## src/rtl/apd_pkg.sv

```systemverilog
// Package with register selects, field layouts and reset values
package apd_pkg;

  // Register select codes on the decoded serial register port
  localparam logic [3:0] APD_SEL_RESULT_UP = 4'h0;
  localparam logic [3:0] APD_SEL_RESULT_LO = 4'h1;
  localparam logic [3:0] APD_SEL_DISPLAY = 4'h2;
  localparam logic [3:0] APD_SEL_PEAK = 4'h3;
  localparam logic [3:0] APD_SEL_CUSTOM_OFS = 4'h4;
  localparam logic [3:0] APD_SEL_CONTROL = 4'h5;
  localparam logic [3:0] APD_SEL_STATUS = 4'h6;

  // Widths
  localparam int APD_WORD_W = 16;
  localparam int APD_RAW_W = 20;
  localparam int APD_NIB_W = 4;
  localparam int APD_CTL_W = 7;

  // Control field positions, low bit first
  localparam int APD_CTL_SRC_SERIAL = 0;
  localparam int APD_CTL_PEAK_EN = 1;
  localparam int APD_CTL_HOLD = 2;
  localparam int APD_CTL_AUTO_OFS = 3;
  localparam int APD_CTL_ENH_TRIG = 4;
  localparam int APD_CTL_DIG_PD = 5;
  localparam int APD_CTL_ANA_PD = 6;

  // Status field position
  localparam int APD_STAT_BATT_LOW = 0;

  // Reset values
  localparam logic [15:0] APD_WORD_RST = 16'h0000;
  localparam logic [7:0] APD_BYTE_RST = 8'h00;
  localparam logic [3:0] APD_NIB_ZERO = 4'h0;
  localparam logic [6:0] APD_CTL_RST = 7'h00;

  // Control register, same bit order as the positions above
  typedef struct packed {
    logic analog_powerdown;
    logic digital_powerdown;
    logic enhanced_offset_trigger;
    logic auto_offset_control;
    logic hold;
    logic peak_en;
    logic src_serial;
  } apd_ctl_t;

  // One register access from the serial interface
  typedef struct packed {
    logic wr;
    logic rd;
    logic [3:0] sel;
    logic [15:0] data;
  } apd_regreq_t;

endpackage : apd_pkg

```

## src/rtl/apd_core.sv

```systemverilog
// Result, peak-hold and display-value logic of the panel-meter converter
module apd_core
  import apd_pkg::*;
(
  input wire logic core_clk,
  input wire logic rst,
  input wire apd_regreq_t reg_req,
  input wire logic narrow_variant,
  input wire logic conv_valid,
  input wire logic [19:0] conv_raw,
  input wire logic battery_sense_input,
  output logic [15:0] rd_data_q,
  output logic rd_valid_q,
  output logic [15:0] display_value_q,
  output logic battery_low_flag_q,
  output logic batt_segment_on_q,
  output logic cal_every_conv_q,
  output logic enh_cal_start_q,
  output logic filter_en_q,
  output logic display_drv_en_q,
  output logic modulator_en_q,
  output logic input_buf_en_q
);

  // Peak view of a value; the narrow part ignores its four sub-bits
  function automatic logic signed [15:0] peak_view(
    input logic [15:0] v,
    input logic narrow
  );
    peak_view = narrow ? {v[15:4], APD_NIB_ZERO} : v;
  endfunction : peak_view

  apd_ctl_t ctl_q; // Control register
  logic [15:0] result_up_q; // Upper result word
  logic [7:0] result_lo_q; // Low nibble in upper half
  logic [15:0] peak_q; // Peak value
  logic peak_armed_q; // First result already copied
  logic [15:0] custom_ofs_q; // Signed custom offset
  logic res_new_q; // High in the cycle a new result lands
  logic [15:0] peak_d; // Next peak value
  logic peak_armed_d; // Next armed flag
  logic [15:0] display_d; // Next display value
  logic [19:0] result_diff; // Corrected 20-bit result
  logic ctl_wr; // Control register write
  logic disp_wr; // Display register write
  logic peak_clear; // Peak enable written low
  logic peak_mode; // Display follows the peak

  assign ctl_wr = reg_req.wr && (reg_req.sel == APD_SEL_CONTROL);
  assign disp_wr = reg_req.wr && (reg_req.sel == APD_SEL_DISPLAY);
  assign peak_clear = ctl_wr && !reg_req.data[APD_CTL_PEAK_EN];
  assign peak_mode = ctl_q.peak_en && !ctl_q.hold && !ctl_q.src_serial;

  // Offset is aligned with the upper word of the 20-bit result
  assign result_diff = conv_raw - {custom_ofs_q, APD_NIB_ZERO};

  // Control register; the trigger bit clears itself once issued
  always_ff @(posedge core_clk or posedge rst) begin
    if (rst) begin
      ctl_q <= APD_CTL_RST;
    end else if (ctl_wr) begin
      ctl_q <= apd_ctl_t'(reg_req.data[APD_CTL_W-1:0]);
    end else if (ctl_q.enhanced_offset_trigger) begin
      ctl_q.enhanced_offset_trigger <= 1'b0;
    end
  end

  // Custom offset register
  always_ff @(posedge core_clk or posedge rst) begin
    if (rst) begin
      custom_ofs_q <= APD_WORD_RST;
    end else if (reg_req.wr && (reg_req.sel == APD_SEL_CUSTOM_OFS)) begin
      custom_ofs_q <= reg_req.data;
    end
  end

  // Result registers; the filter is stopped in digital powerdown
  always_ff @(posedge core_clk or posedge rst) begin
    if (rst) begin
      result_up_q <= APD_WORD_RST;
      result_lo_q <= APD_BYTE_RST;
      res_new_q <= 1'b0;
    end else begin
      res_new_q <= conv_valid && !ctl_q.digital_powerdown;
      if (conv_valid && !ctl_q.digital_powerdown) begin
        result_up_q <= result_diff[19:4];
        // Controller appends this nibble below the upper word
        result_lo_q <= {result_diff[3:0], APD_NIB_ZERO};
      end
    end
  end

  // Next peak; tracking is trusted only inside the valid count range
  always_comb begin
    peak_d = peak_q;
    peak_armed_d = peak_armed_q;
    if (peak_clear) begin
      peak_d = APD_WORD_RST;
      peak_armed_d = 1'b0;
    end else if (res_new_q && ctl_q.peak_en) begin
      if (!peak_armed_q) begin
        peak_d = result_up_q;
        peak_armed_d = 1'b1;
      end else if (peak_view(result_up_q, narrow_variant) >
                   peak_view(peak_q, narrow_variant)) begin
        peak_d = result_up_q;
      end else begin
        peak_d = peak_q;
      end
    end
  end

  // Peak register and its armed flag
  always_ff @(posedge core_clk or posedge rst) begin
    if (rst) begin
      peak_q <= APD_WORD_RST;
      peak_armed_q <= 1'b0;
    end else begin
      peak_q <= peak_d;
      peak_armed_q <= peak_armed_d;
    end
  end

  // Display source choice; hold freezes it against every source
  always_comb begin
    display_d = display_value_q;
    if (ctl_q.hold) begin
      display_d = display_value_q;
    end else if (ctl_q.src_serial) begin
      if (disp_wr) begin
        display_d = reg_req.data;
      end
    end else if (ctl_q.peak_en) begin
      display_d = peak_d;
    end else if (res_new_q) begin
      display_d = result_up_q;
    end
  end

  // Display value register
  always_ff @(posedge core_clk or posedge rst) begin
    if (rst) begin
      display_value_q <= APD_WORD_RST;
    end else begin
      display_value_q <= display_d;
    end
  end

  // Battery status follows the comparator; segment tracks the flag
  always_ff @(posedge core_clk or posedge rst) begin
    if (rst) begin
      battery_low_flag_q <= 1'b0;
      batt_segment_on_q <= 1'b0;
    end else begin
      battery_low_flag_q <= battery_sense_input;
      batt_segment_on_q <= battery_sense_input;
    end
  end

  // Calibration and power controls to the analog side
  always_ff @(posedge core_clk or posedge rst) begin
    if (rst) begin
      cal_every_conv_q <= 1'b1;
      enh_cal_start_q <= 1'b0;
      filter_en_q <= 1'b1;
      display_drv_en_q <= 1'b1;
      modulator_en_q <= 1'b1;
      input_buf_en_q <= 1'b1;
    end else begin
      cal_every_conv_q <= !ctl_q.auto_offset_control;
      enh_cal_start_q <= ctl_q.enhanced_offset_trigger;
      filter_en_q <= !ctl_q.digital_powerdown;
      display_drv_en_q <= !ctl_q.digital_powerdown;
      // Analog path ignores the digital bit entirely
      modulator_en_q <= !ctl_q.analog_powerdown;
      input_buf_en_q <= !ctl_q.analog_powerdown;
    end
  end

  // Read port; unknown selects read as zero, answer one cycle later
  always_ff @(posedge core_clk or posedge rst) begin
    if (rst) begin
      rd_data_q <= APD_WORD_RST;
      rd_valid_q <= 1'b0;
    end else begin
      rd_valid_q <= reg_req.rd;
      if (reg_req.rd) begin
        case (reg_req.sel)
          APD_SEL_RESULT_UP: rd_data_q <= result_up_q;
          APD_SEL_RESULT_LO: rd_data_q <= {8'h00, result_lo_q};
          APD_SEL_DISPLAY: rd_data_q <= display_value_q;
          APD_SEL_PEAK: rd_data_q <= peak_q;
          APD_SEL_CUSTOM_OFS: rd_data_q <= custom_ofs_q;
          APD_SEL_CONTROL: rd_data_q <= {9'h000, ctl_q};
          APD_SEL_STATUS: rd_data_q <= {15'h0000, battery_low_flag_q};
          default: rd_data_q <= APD_WORD_RST;
        endcase
      end
    end
  end

  // Checks on the behaviour above
  low_nib_zero_a: assert property (
    @(posedge core_clk) disable iff (rst)
    result_lo_q[3:0] == APD_NIB_ZERO)
    else $error("low nibble register lower bits not zero");

  result_calc_a: assert property (
    @(posedge core_clk) disable iff (rst)
    (conv_valid && !ctl_q.digital_powerdown) |=>
      (result_up_q == $past(result_diff[19:4])) && res_new_q)
    else $error("result not calibrated input minus offset");

  peak_clear_a: assert property (
    @(posedge core_clk) disable iff (rst)
    peak_clear |=> (peak_q == APD_WORD_RST) && !peak_armed_q)
    else $error("peak not cleared by peak enable low");

  peak_grow_a: assert property (
    @(posedge core_clk) disable iff (rst)
    (res_new_q && ctl_q.peak_en && !peak_clear && peak_armed_q &&
     ($signed(result_up_q) > $signed(peak_q)) && !narrow_variant) |=>
      peak_q == $past(result_up_q))
    else $error("larger result did not replace peak");

  peak_keep_a: assert property (
    @(posedge core_clk) disable iff (rst)
    (res_new_q && peak_armed_q && !peak_clear &&
     ($signed(result_up_q) < $signed(peak_q))) |=> $stable(peak_q))
    else $error("smaller result changed peak");

  peak_display_a: assert property (
    @(posedge core_clk) disable iff (rst)
    (peak_mode && $past(peak_mode)) |-> display_value_q == peak_q)
    else $error("peak mode display differs from peak");

  hold_freeze_a: assert property (
    @(posedge core_clk) disable iff (rst)
    ctl_q.hold |=> $stable(display_value_q))
    else $error("display changed while held");

  batt_flag_a: assert property (
    @(posedge core_clk) disable iff (rst)
    battery_sense_input |=> battery_low_flag_q && batt_segment_on_q)
    else $error("low battery not flagged");

  enh_pulse_a: assert property (
    @(posedge core_clk) disable iff (rst)
    (ctl_wr && reg_req.data[APD_CTL_ENH_TRIG]) |=>
      ##1 enh_cal_start_q ##1 !enh_cal_start_q)
    else $error("enhanced calibration start not one pulse");

  power_down_a: assert property (
    @(posedge core_clk) disable iff (rst)
    (ctl_wr && reg_req.data[APD_CTL_DIG_PD] &&
     !reg_req.data[APD_CTL_ANA_PD]) |=>
      ##1 !filter_en_q && !display_drv_en_q && modulator_en_q)
    else $error("digital powerdown wrong");

  auto_cal_a: assert property (
    @(posedge core_clk) disable iff (rst)
    !ctl_q.auto_offset_control |=> cal_every_conv_q)
    else $error("per conversion calibration not enabled");

  analog_down_a: assert property (
    @(posedge core_clk) disable iff (rst)
    (ctl_wr && reg_req.data[APD_CTL_ANA_PD] &&
     !reg_req.data[APD_CTL_DIG_PD]) |=>
      ##1 !modulator_en_q && !input_buf_en_q && filter_en_q)
    else $error("analog powerdown wrong");

  // A result offered in digital powerdown must leave no trace at all
  pd_drop_a: assert property (
    @(posedge core_clk) disable iff (rst)
    (conv_valid && ctl_q.digital_powerdown) |=>
      $stable(result_up_q) && !res_new_q)
    else $error("result taken during digital powerdown");

  serial_disp_a: assert property (
    @(posedge core_clk) disable iff (rst)
    (disp_wr && ctl_q.src_serial && !ctl_q.hold) |=>
      display_value_q == $past(reg_req.data))
    else $error("serial write did not reach display");

  result_disp_a: assert property (
    @(posedge core_clk) disable iff (rst)
    (res_new_q && !ctl_q.hold && !ctl_q.src_serial && !ctl_q.peak_en) |=>
      display_value_q == $past(result_up_q))
    else $error("display did not follow new result");

endmodule : apd_core

```

## config.mk

```make
export PLATFORM = sky130hd
export DESIGN_NAME = apd_core
export DESIGN_NICKNAME = d
export VERILOG_FILES = /design/src/rtl/apd_pkg.sv /design/src/rtl/apd_core.sv
export SDC_FILE = /design/constraint.sdc
export NUM_CORES = 1
export LEC_CHECK = 0
export ABC_AREA = 1
export BUFFER_PORTS_ARGS = -buffer_cell sky130_fd_sc_hd__buf_2
export CORE_MARGIN = 2
export CORE_UTILIZATION = 35
export CTS_BUF_LIST = sky130_fd_sc_hd__clkbuf_8
export CTS_CLUSTER_SIZE = 8
export DETAILED_ROUTE_END_ITERATION = 10
export GPL_TIMING_DRIVEN = 0
export SLEW_MARGIN = 30
export SYNTH_ARGS = -nofsm -noshare
export SYNTH_HDL_FRONTEND = slang
export SYNTH_SLANG_ARGS = --single-unit
```

## constraint.sdc

```tcl
create_clock -name core_clk -period 3.7 [get_ports core_clk]
set_clock_uncertainty 0.1 [all_clocks]
set_input_delay 0.37 -clock core_clk [delete_from_list [all_inputs] [get_ports core_clk]]
set_output_delay 0.37 -clock core_clk [all_outputs]
set_load 0.02 [all_outputs]
```

# ---- Yosys cells after proc, flatten, opt, wreduce, memory -nomap -nowiden
# Cells that the tools add are included.
dict set report word_totals {
  register_bits 99
  in_bits 47
  word_cells 59
  output_inout_bits 41
}
dict set report op_classes {
  eq_ne 7
  n_bitwise 1
  add_sub_neg 1
  n_reduce_logical 14
  magnitude_cmp 1
  mux 14
}
# op n
set ops {}
lappend ops {{16-bit 2-to-1 mux} 8}
lappend ops {{16-bit one-hot mux with 7 select lines} 1}
lappend ops {{20-bit subtractor} 1}
lappend ops {{16-bit greater-than comparator} 1}
lappend ops {{4-bit by 3-bit == test with 1-bit output (second input constant)} 3}
lappend ops {{4-bit by 2-bit == test with 1-bit output (second input constant)} 2}
lappend ops {{4-bit 2-to-1 mux} 2}
lappend ops {{1-bit logical AND} 6}
lappend ops {{4-bit by 1-bit == test with 1-bit output (second input constant)} 1}
lappend ops {{1-bit logical NOT} 4}
lappend ops {{4-bit logical NOT} 1}
lappend ops {{1-bit 2-to-1 mux} 3}
lappend ops {{3-bit AND reduction} 1}
lappend ops {{3-bit nonzero test} 1}
lappend ops {{2-bit by 1-bit != test with 1-bit output (second input constant)} 1}
lappend ops {{2-bit nonzero test} 1}
lappend ops {{1-bit inverter} 1}

# ---- Depth between registers and ports, before layout
dict set report logic_depth {
  word_depth 8
  ltp_mapped 20
  mapped_depth_nobuf 19
}

# ---- Least setup slack after synthesis
# OpenSTA, ideal clock, no wires.
dict set report synth_path {
  kind {input to register}
  from {in conv_raw[4]}
  to {reg result_up_q[12]}
  required_time_ps 3466
  path_slack_ps 1492
  n_path_buf 0
  setup_ps 134
  path_stages 12
  t_arrival_ps 1973
  cell_sequence {inv_1 ha_1 fa_1 inv_1 nand2_1 nand2_1 a21oi_1 o21ai_0 a31oi_1 o21ai_0 xnor2_1 o21ai_0}
}
dict set report synth_between {
  elab_chain_cells 1
}
# element line_no
set synth_lines {}
lappend synth_lines {{start, declared} apd_core.sv:10} ;# input wire logic [19:0] conv_raw,
lappend synth_lines {{20-bit subtractor} apd_core.sv:55} ;# assign result_diff = conv_raw - {custom_ofs_q, APD_NIB_ZERO};
lappend synth_lines {{end signal, assigned} apd_core.sv:86} ;# result_up_q <= result_diff[19:4];
lappend synth_lines {{end, declared} apd_core.sv:34} ;# logic [15:0] result_up_q;
# Every way passes these cells.
# A chain may end at the register's enable or synchronous reset.

# ---- Final worst setup path
dict set report layout_path {
  from {reg result_up_q[3]}
  to {reg display_value_q[10]}
}
dict set report layout_between {
  elab_chain_cells 8
}
# element line_no
set layout_lines {}
lappend layout_lines {{4-bit 2-to-1 mux} apd_core.sv:30} ;# peak_view = narrow ? {v[15:4], APD_NIB_ZERO} : v;
lappend layout_lines {{16-bit greater-than comparator} apd_core.sv:104} ;# end else if (peak_view(result_up_q, narrow_variant) >
lappend layout_lines {{16-bit 2-to-1 mux} apd_core.sv:104}
lappend layout_lines {{16-bit 2-to-1 mux} apd_core.sv:101} ;# if (!peak_armed_q) begin
lappend layout_lines {{16-bit 2-to-1 mux} apd_core.sv:100} ;# end else if (res_new_q && ctl_q.peak_en) begin
lappend layout_lines {{16-bit 2-to-1 mux} apd_core.sv:97} ;# if (peak_clear) begin
lappend layout_lines {{16-bit 2-to-1 mux} apd_core.sv:133} ;# end else if (ctl_q.peak_en) begin
lappend layout_lines {{16-bit 2-to-1 mux} apd_core.sv:129} ;# end else if (ctl_q.src_serial) begin
lappend layout_lines {{end signal, assigned} apd_core.sv:145} ;# display_value_q <= display_d;
lappend layout_lines {{end, declared} apd_core.sv:14} ;# output logic [15:0] display_value_q,
# Every way passes these cells.

==> reports/qor.tcl <==
set qor(placementRows) 46
set qor(route.final.wire_length_um) 17100
set qor(unrepaired_setup_endpoints_after_global_routing) {no}
set qor(area_growth_syn_to_layout_pct) 17.5
set qor(grt_pass1_vias) 5045
set qor(die_area_mm2) 0.0172
set qor(min_period_ns) 2.55
set qor(chipWidth_um) 131
set qor(cts_tree) {built}
set qor(drt_drc_violations_left) 0
set qor(maxSlewViolCount) 0
set qor(fmax_achieved_mhz) 392
set qor(worstHoldPathType) {input pin to register}
set qor(globalRouteOverflowTotal) 0
set qor(number_of_setup_violations_in_the_final_report) 0
set qor(drv_cap) 0
set qor(via_per_inst) 5.08
set qor(total_neg_setup_slack_ns) 0
set qor(gp_routability_congestion) 0.866
set qor(fin_util_pct) 42.0
set qor(pin_count) 88
set qor(drtAntennaViolNets) 0
set qor(crit_slowest_cell) {sky130_fd_sc_hd__dfrtp_1}
set qor(route.detailed.wl_per_inst_um) 16.9
set qor(p_leak_uw) 0.00334
set qor(drt_iter0_drc) 325
set qor(ctsRootBufferMaster) {sky130_fd_sc_hd__clkbuf_8}
set qor(clk_transition_reported_paths_ns) 0.11
set qor(cts_hold_repair.buffers) 2
set qor(setup_ws_ns) 1.15
set qor(grt_start_max_net_pins) 62
set qor(final_net_count) 868
set qor(timing.final.crit_share_pct) 69.0
set qor(synthesis.yosys.warnings) 0
set qor(portBuffers) 87
set qor(drive_gt1_share_pct) 17.8
set qor(total_power_uw) 4680
set qor(place_hpwl_um) 13400
set qor(resized_after_cts) 0
set qor(vias) 5131
set qor(synth_cell_type_count) 39
set qor(cp_cell_sequence) {inv_1 -> nor2_1 -> ha_1 -> nand2_1 -> inv_1 -> nand2_1 -> nand2_1 -> nand2_1 -> nand2_1 -> nand2_1 -> nand2_1 -> nand2_1 -> nand3_2 -> nand2_4 -> buf_2 -> nand3_1 -> nand4_1 -> a21oi_1}
set qor(drt_pre_antenna_iters) 4
set qor(relSlewSlack_pct) 44.7
set qor(cell_count_of_the_worst_hold_path) 1
set qor(startpoint_type) {register}
set qor(timing.critical_path.fanout_max) 10
set qor(clock_sinks) 99
set qor(synth-seq-area-share_pct) 43.8
set qor(worstSetupPathDepth) 18
set qor(grt_first_pass_wirelength_um) 27100
set qor(initial_core_util_pct) 35.8
set qor(final-hold-violation-count) 0
set qor(cts_inserted_buffers) 9
set qor(core_area_mm2) 0.0158
set qor(crit_type) {register to register}
set qor(grt.total_usage_pct) 20.1
set qor(worst_path_largest_cell_delay_ns) 0.40
set qor(clock_latency_ns) 0.39
set qor(antenna_found_initial) 0
set qor(mapped_area_mm2) 0.00566
set qor(critical_path_arrival_ns) 2.70
set qor(post-cts-setup-buffer-count) 0
set qor(synth_net_count) 767
set qor(worst_path_dominant_cell_family) {simple AND/OR/NAND/NOR gates}
set qor(cts_buffer_depth) 2
set qor(status) {complete, no violations}
set qor(synth.avg_cell_area_um2) 8.23
set qor(critical_path_buf_inv_count) 3
set qor(synthesized_instance_count) 688
set qor(place_worst_setup_slack_ns) 1.14
set qor(p_per_area_mw_per_mm2) 704
set qor(crit_path_capture_type) {register}
set qor(ff2ff_path_depth) 18
set qor(ir_drop_mv) 0.254
set qor(diodes) 0
set qor(die-height_um) 131
set qor(worst_max_slew_pin_slew_ns) 0.825
set qor(htree_levels) 3
set qor(crit_top_cell) {sky130_fd_sc_hd__nand2_1}
set qor(cp_data_required_time_ns) 3.85
set qor(synth-seq-cells) 99
## cell type report
cell class	count	area, µm²
sequential	99	2480
timing repair buffer	90	475
clock buffer	9	124
inverter	98	373
multi-input combinational	465	2690
clock inverter	7	116
tap	216	270
buffer	26	123
fill	1639	9180
## cells in the mapped netlist (all sizes together)
cell type  count  area (µm²)
a31oi          3        18.8
and3          16         100
dfstp          3        78.8
nor2          64         253
ha            31         388
xnor2          6        52.6
clkinv         1        3.75
xor2           4        35.0
inv           97         364
mux2          13         146
fa             1        20.0
buf           11        66.3
a211oi         2        15.0
o22ai          9        56.3
nand3         30         155
o21a           2        15.0
a221oi        20         175
o31ai          4        30.0
nor3           3        25.0
o2111ai        8        70.1
o21ai         50         250
nand2        129         502
a21o           2        15.0
clkbuf        15        56.3
a21oi         48         240
dfrtp         96        2400
o221ai         1        8.76
nand4         19         119
## cells by family after synthesis
family                   after synthesis  synth area share [%]
adder cells (fa/ha/maj)               32                  7.20
AND/OR/NAND/NOR                      261                  20.4
AO/OA/AOI/OAI                        149                  15.8
buffers and inverters                124                  8.66
XOR/XNOR                              10                  1.55
flip-flops                            99                  43.8
multiplexers                          13                  2.59
## stage by stage
| step | cell area [µm²] | hold slack, ns | std cells |
|---|---|---|---|
| floorplan | 5660 | 0.254 | 688 |
| global placement | 6370 | 0.287 | 991 |
| detailed placement | 6390 | 0.290 | 992 |
| CTS | 6650 | 0.0251 | 1010 |
| global route | 6650 | 0.0221 | 1010 |
| finish | 6650 | 0.0198 | 1010 |
## placed cells by master (no fill, tap or decap), types with 15 or more instances in the layout
| master | count |
|---|---|
| sky130_fd_sc_hd__inv_1 | 94 |
| sky130_fd_sc_hd__and3_1 | 16 |
| sky130_fd_sc_hd__buf_2 | 92 |
| sky130_fd_sc_hd__clkbuf_1 | 15 |
| sky130_fd_sc_hd__nand2_1 | 126 |
| sky130_fd_sc_hd__a221oi_1 | 20 |
| sky130_fd_sc_hd__ha_1 | 31 |
| sky130_fd_sc_hd__a21oi_1 | 48 |
| sky130_fd_sc_hd__o21ai_0 | 48 |
| sky130_fd_sc_hd__nand4_1 | 19 |
| sky130_fd_sc_hd__dfrtp_1 | 96 |
| sky130_fd_sc_hd__nand3_1 | 29 |
| sky130_fd_sc_hd__nor2_1 | 61 |
## flip-flops by register name, indices dropped and copies added (netlist names)
name / cells
custom_ofs_q: 16
result_up_q: 16
result_lo_q: 4
cal_every_conv_q: 1
display_drv_en_q: 1
batt_segment_on_q: 1
rd_data_q: 16
ctl_q: 7
display_value_q: 16
res_new_q: 1
enh_cal_start_q: 1
peak_q: 16
peak_armed_q: 1
input_buf_en_q: 1
rd_valid_q: 1
## final timing paths
kind	start	end	slack, ns
max	result_up_q[3]	display_value_q[10]	1.15
min	reg_req[20]	rd_valid_q	0.02
max reg2reg	result_up_q[3]	display_value_q[10]	1.15
min reg2reg	ctl_q[6]	input_buf_en_q	0.31
max in group asynchronous	rst	display_drv_en_q	2.32
min in group asynchronous	rst	display_value_q[10]	0.51
## power breakdown
part	total, µW	switching [µW]	internal, µW
logic	2080	1340	742
registers	1750	300	1450
clock network	853	402	451
total	4680	2040	2640
## metal layers
layer / global-route usage [%] / routed length, µm / vias to the layer above
met5: 0 / 0 / -
met4: 7.67 / 436 / 0
met3: 3.05 / 842 / 28
met2: 32.0 / 7800 / 140
met1: 27.6 / 7980 / 2434
li1: - / - / 2529
(Power assumes the default switching activity.)
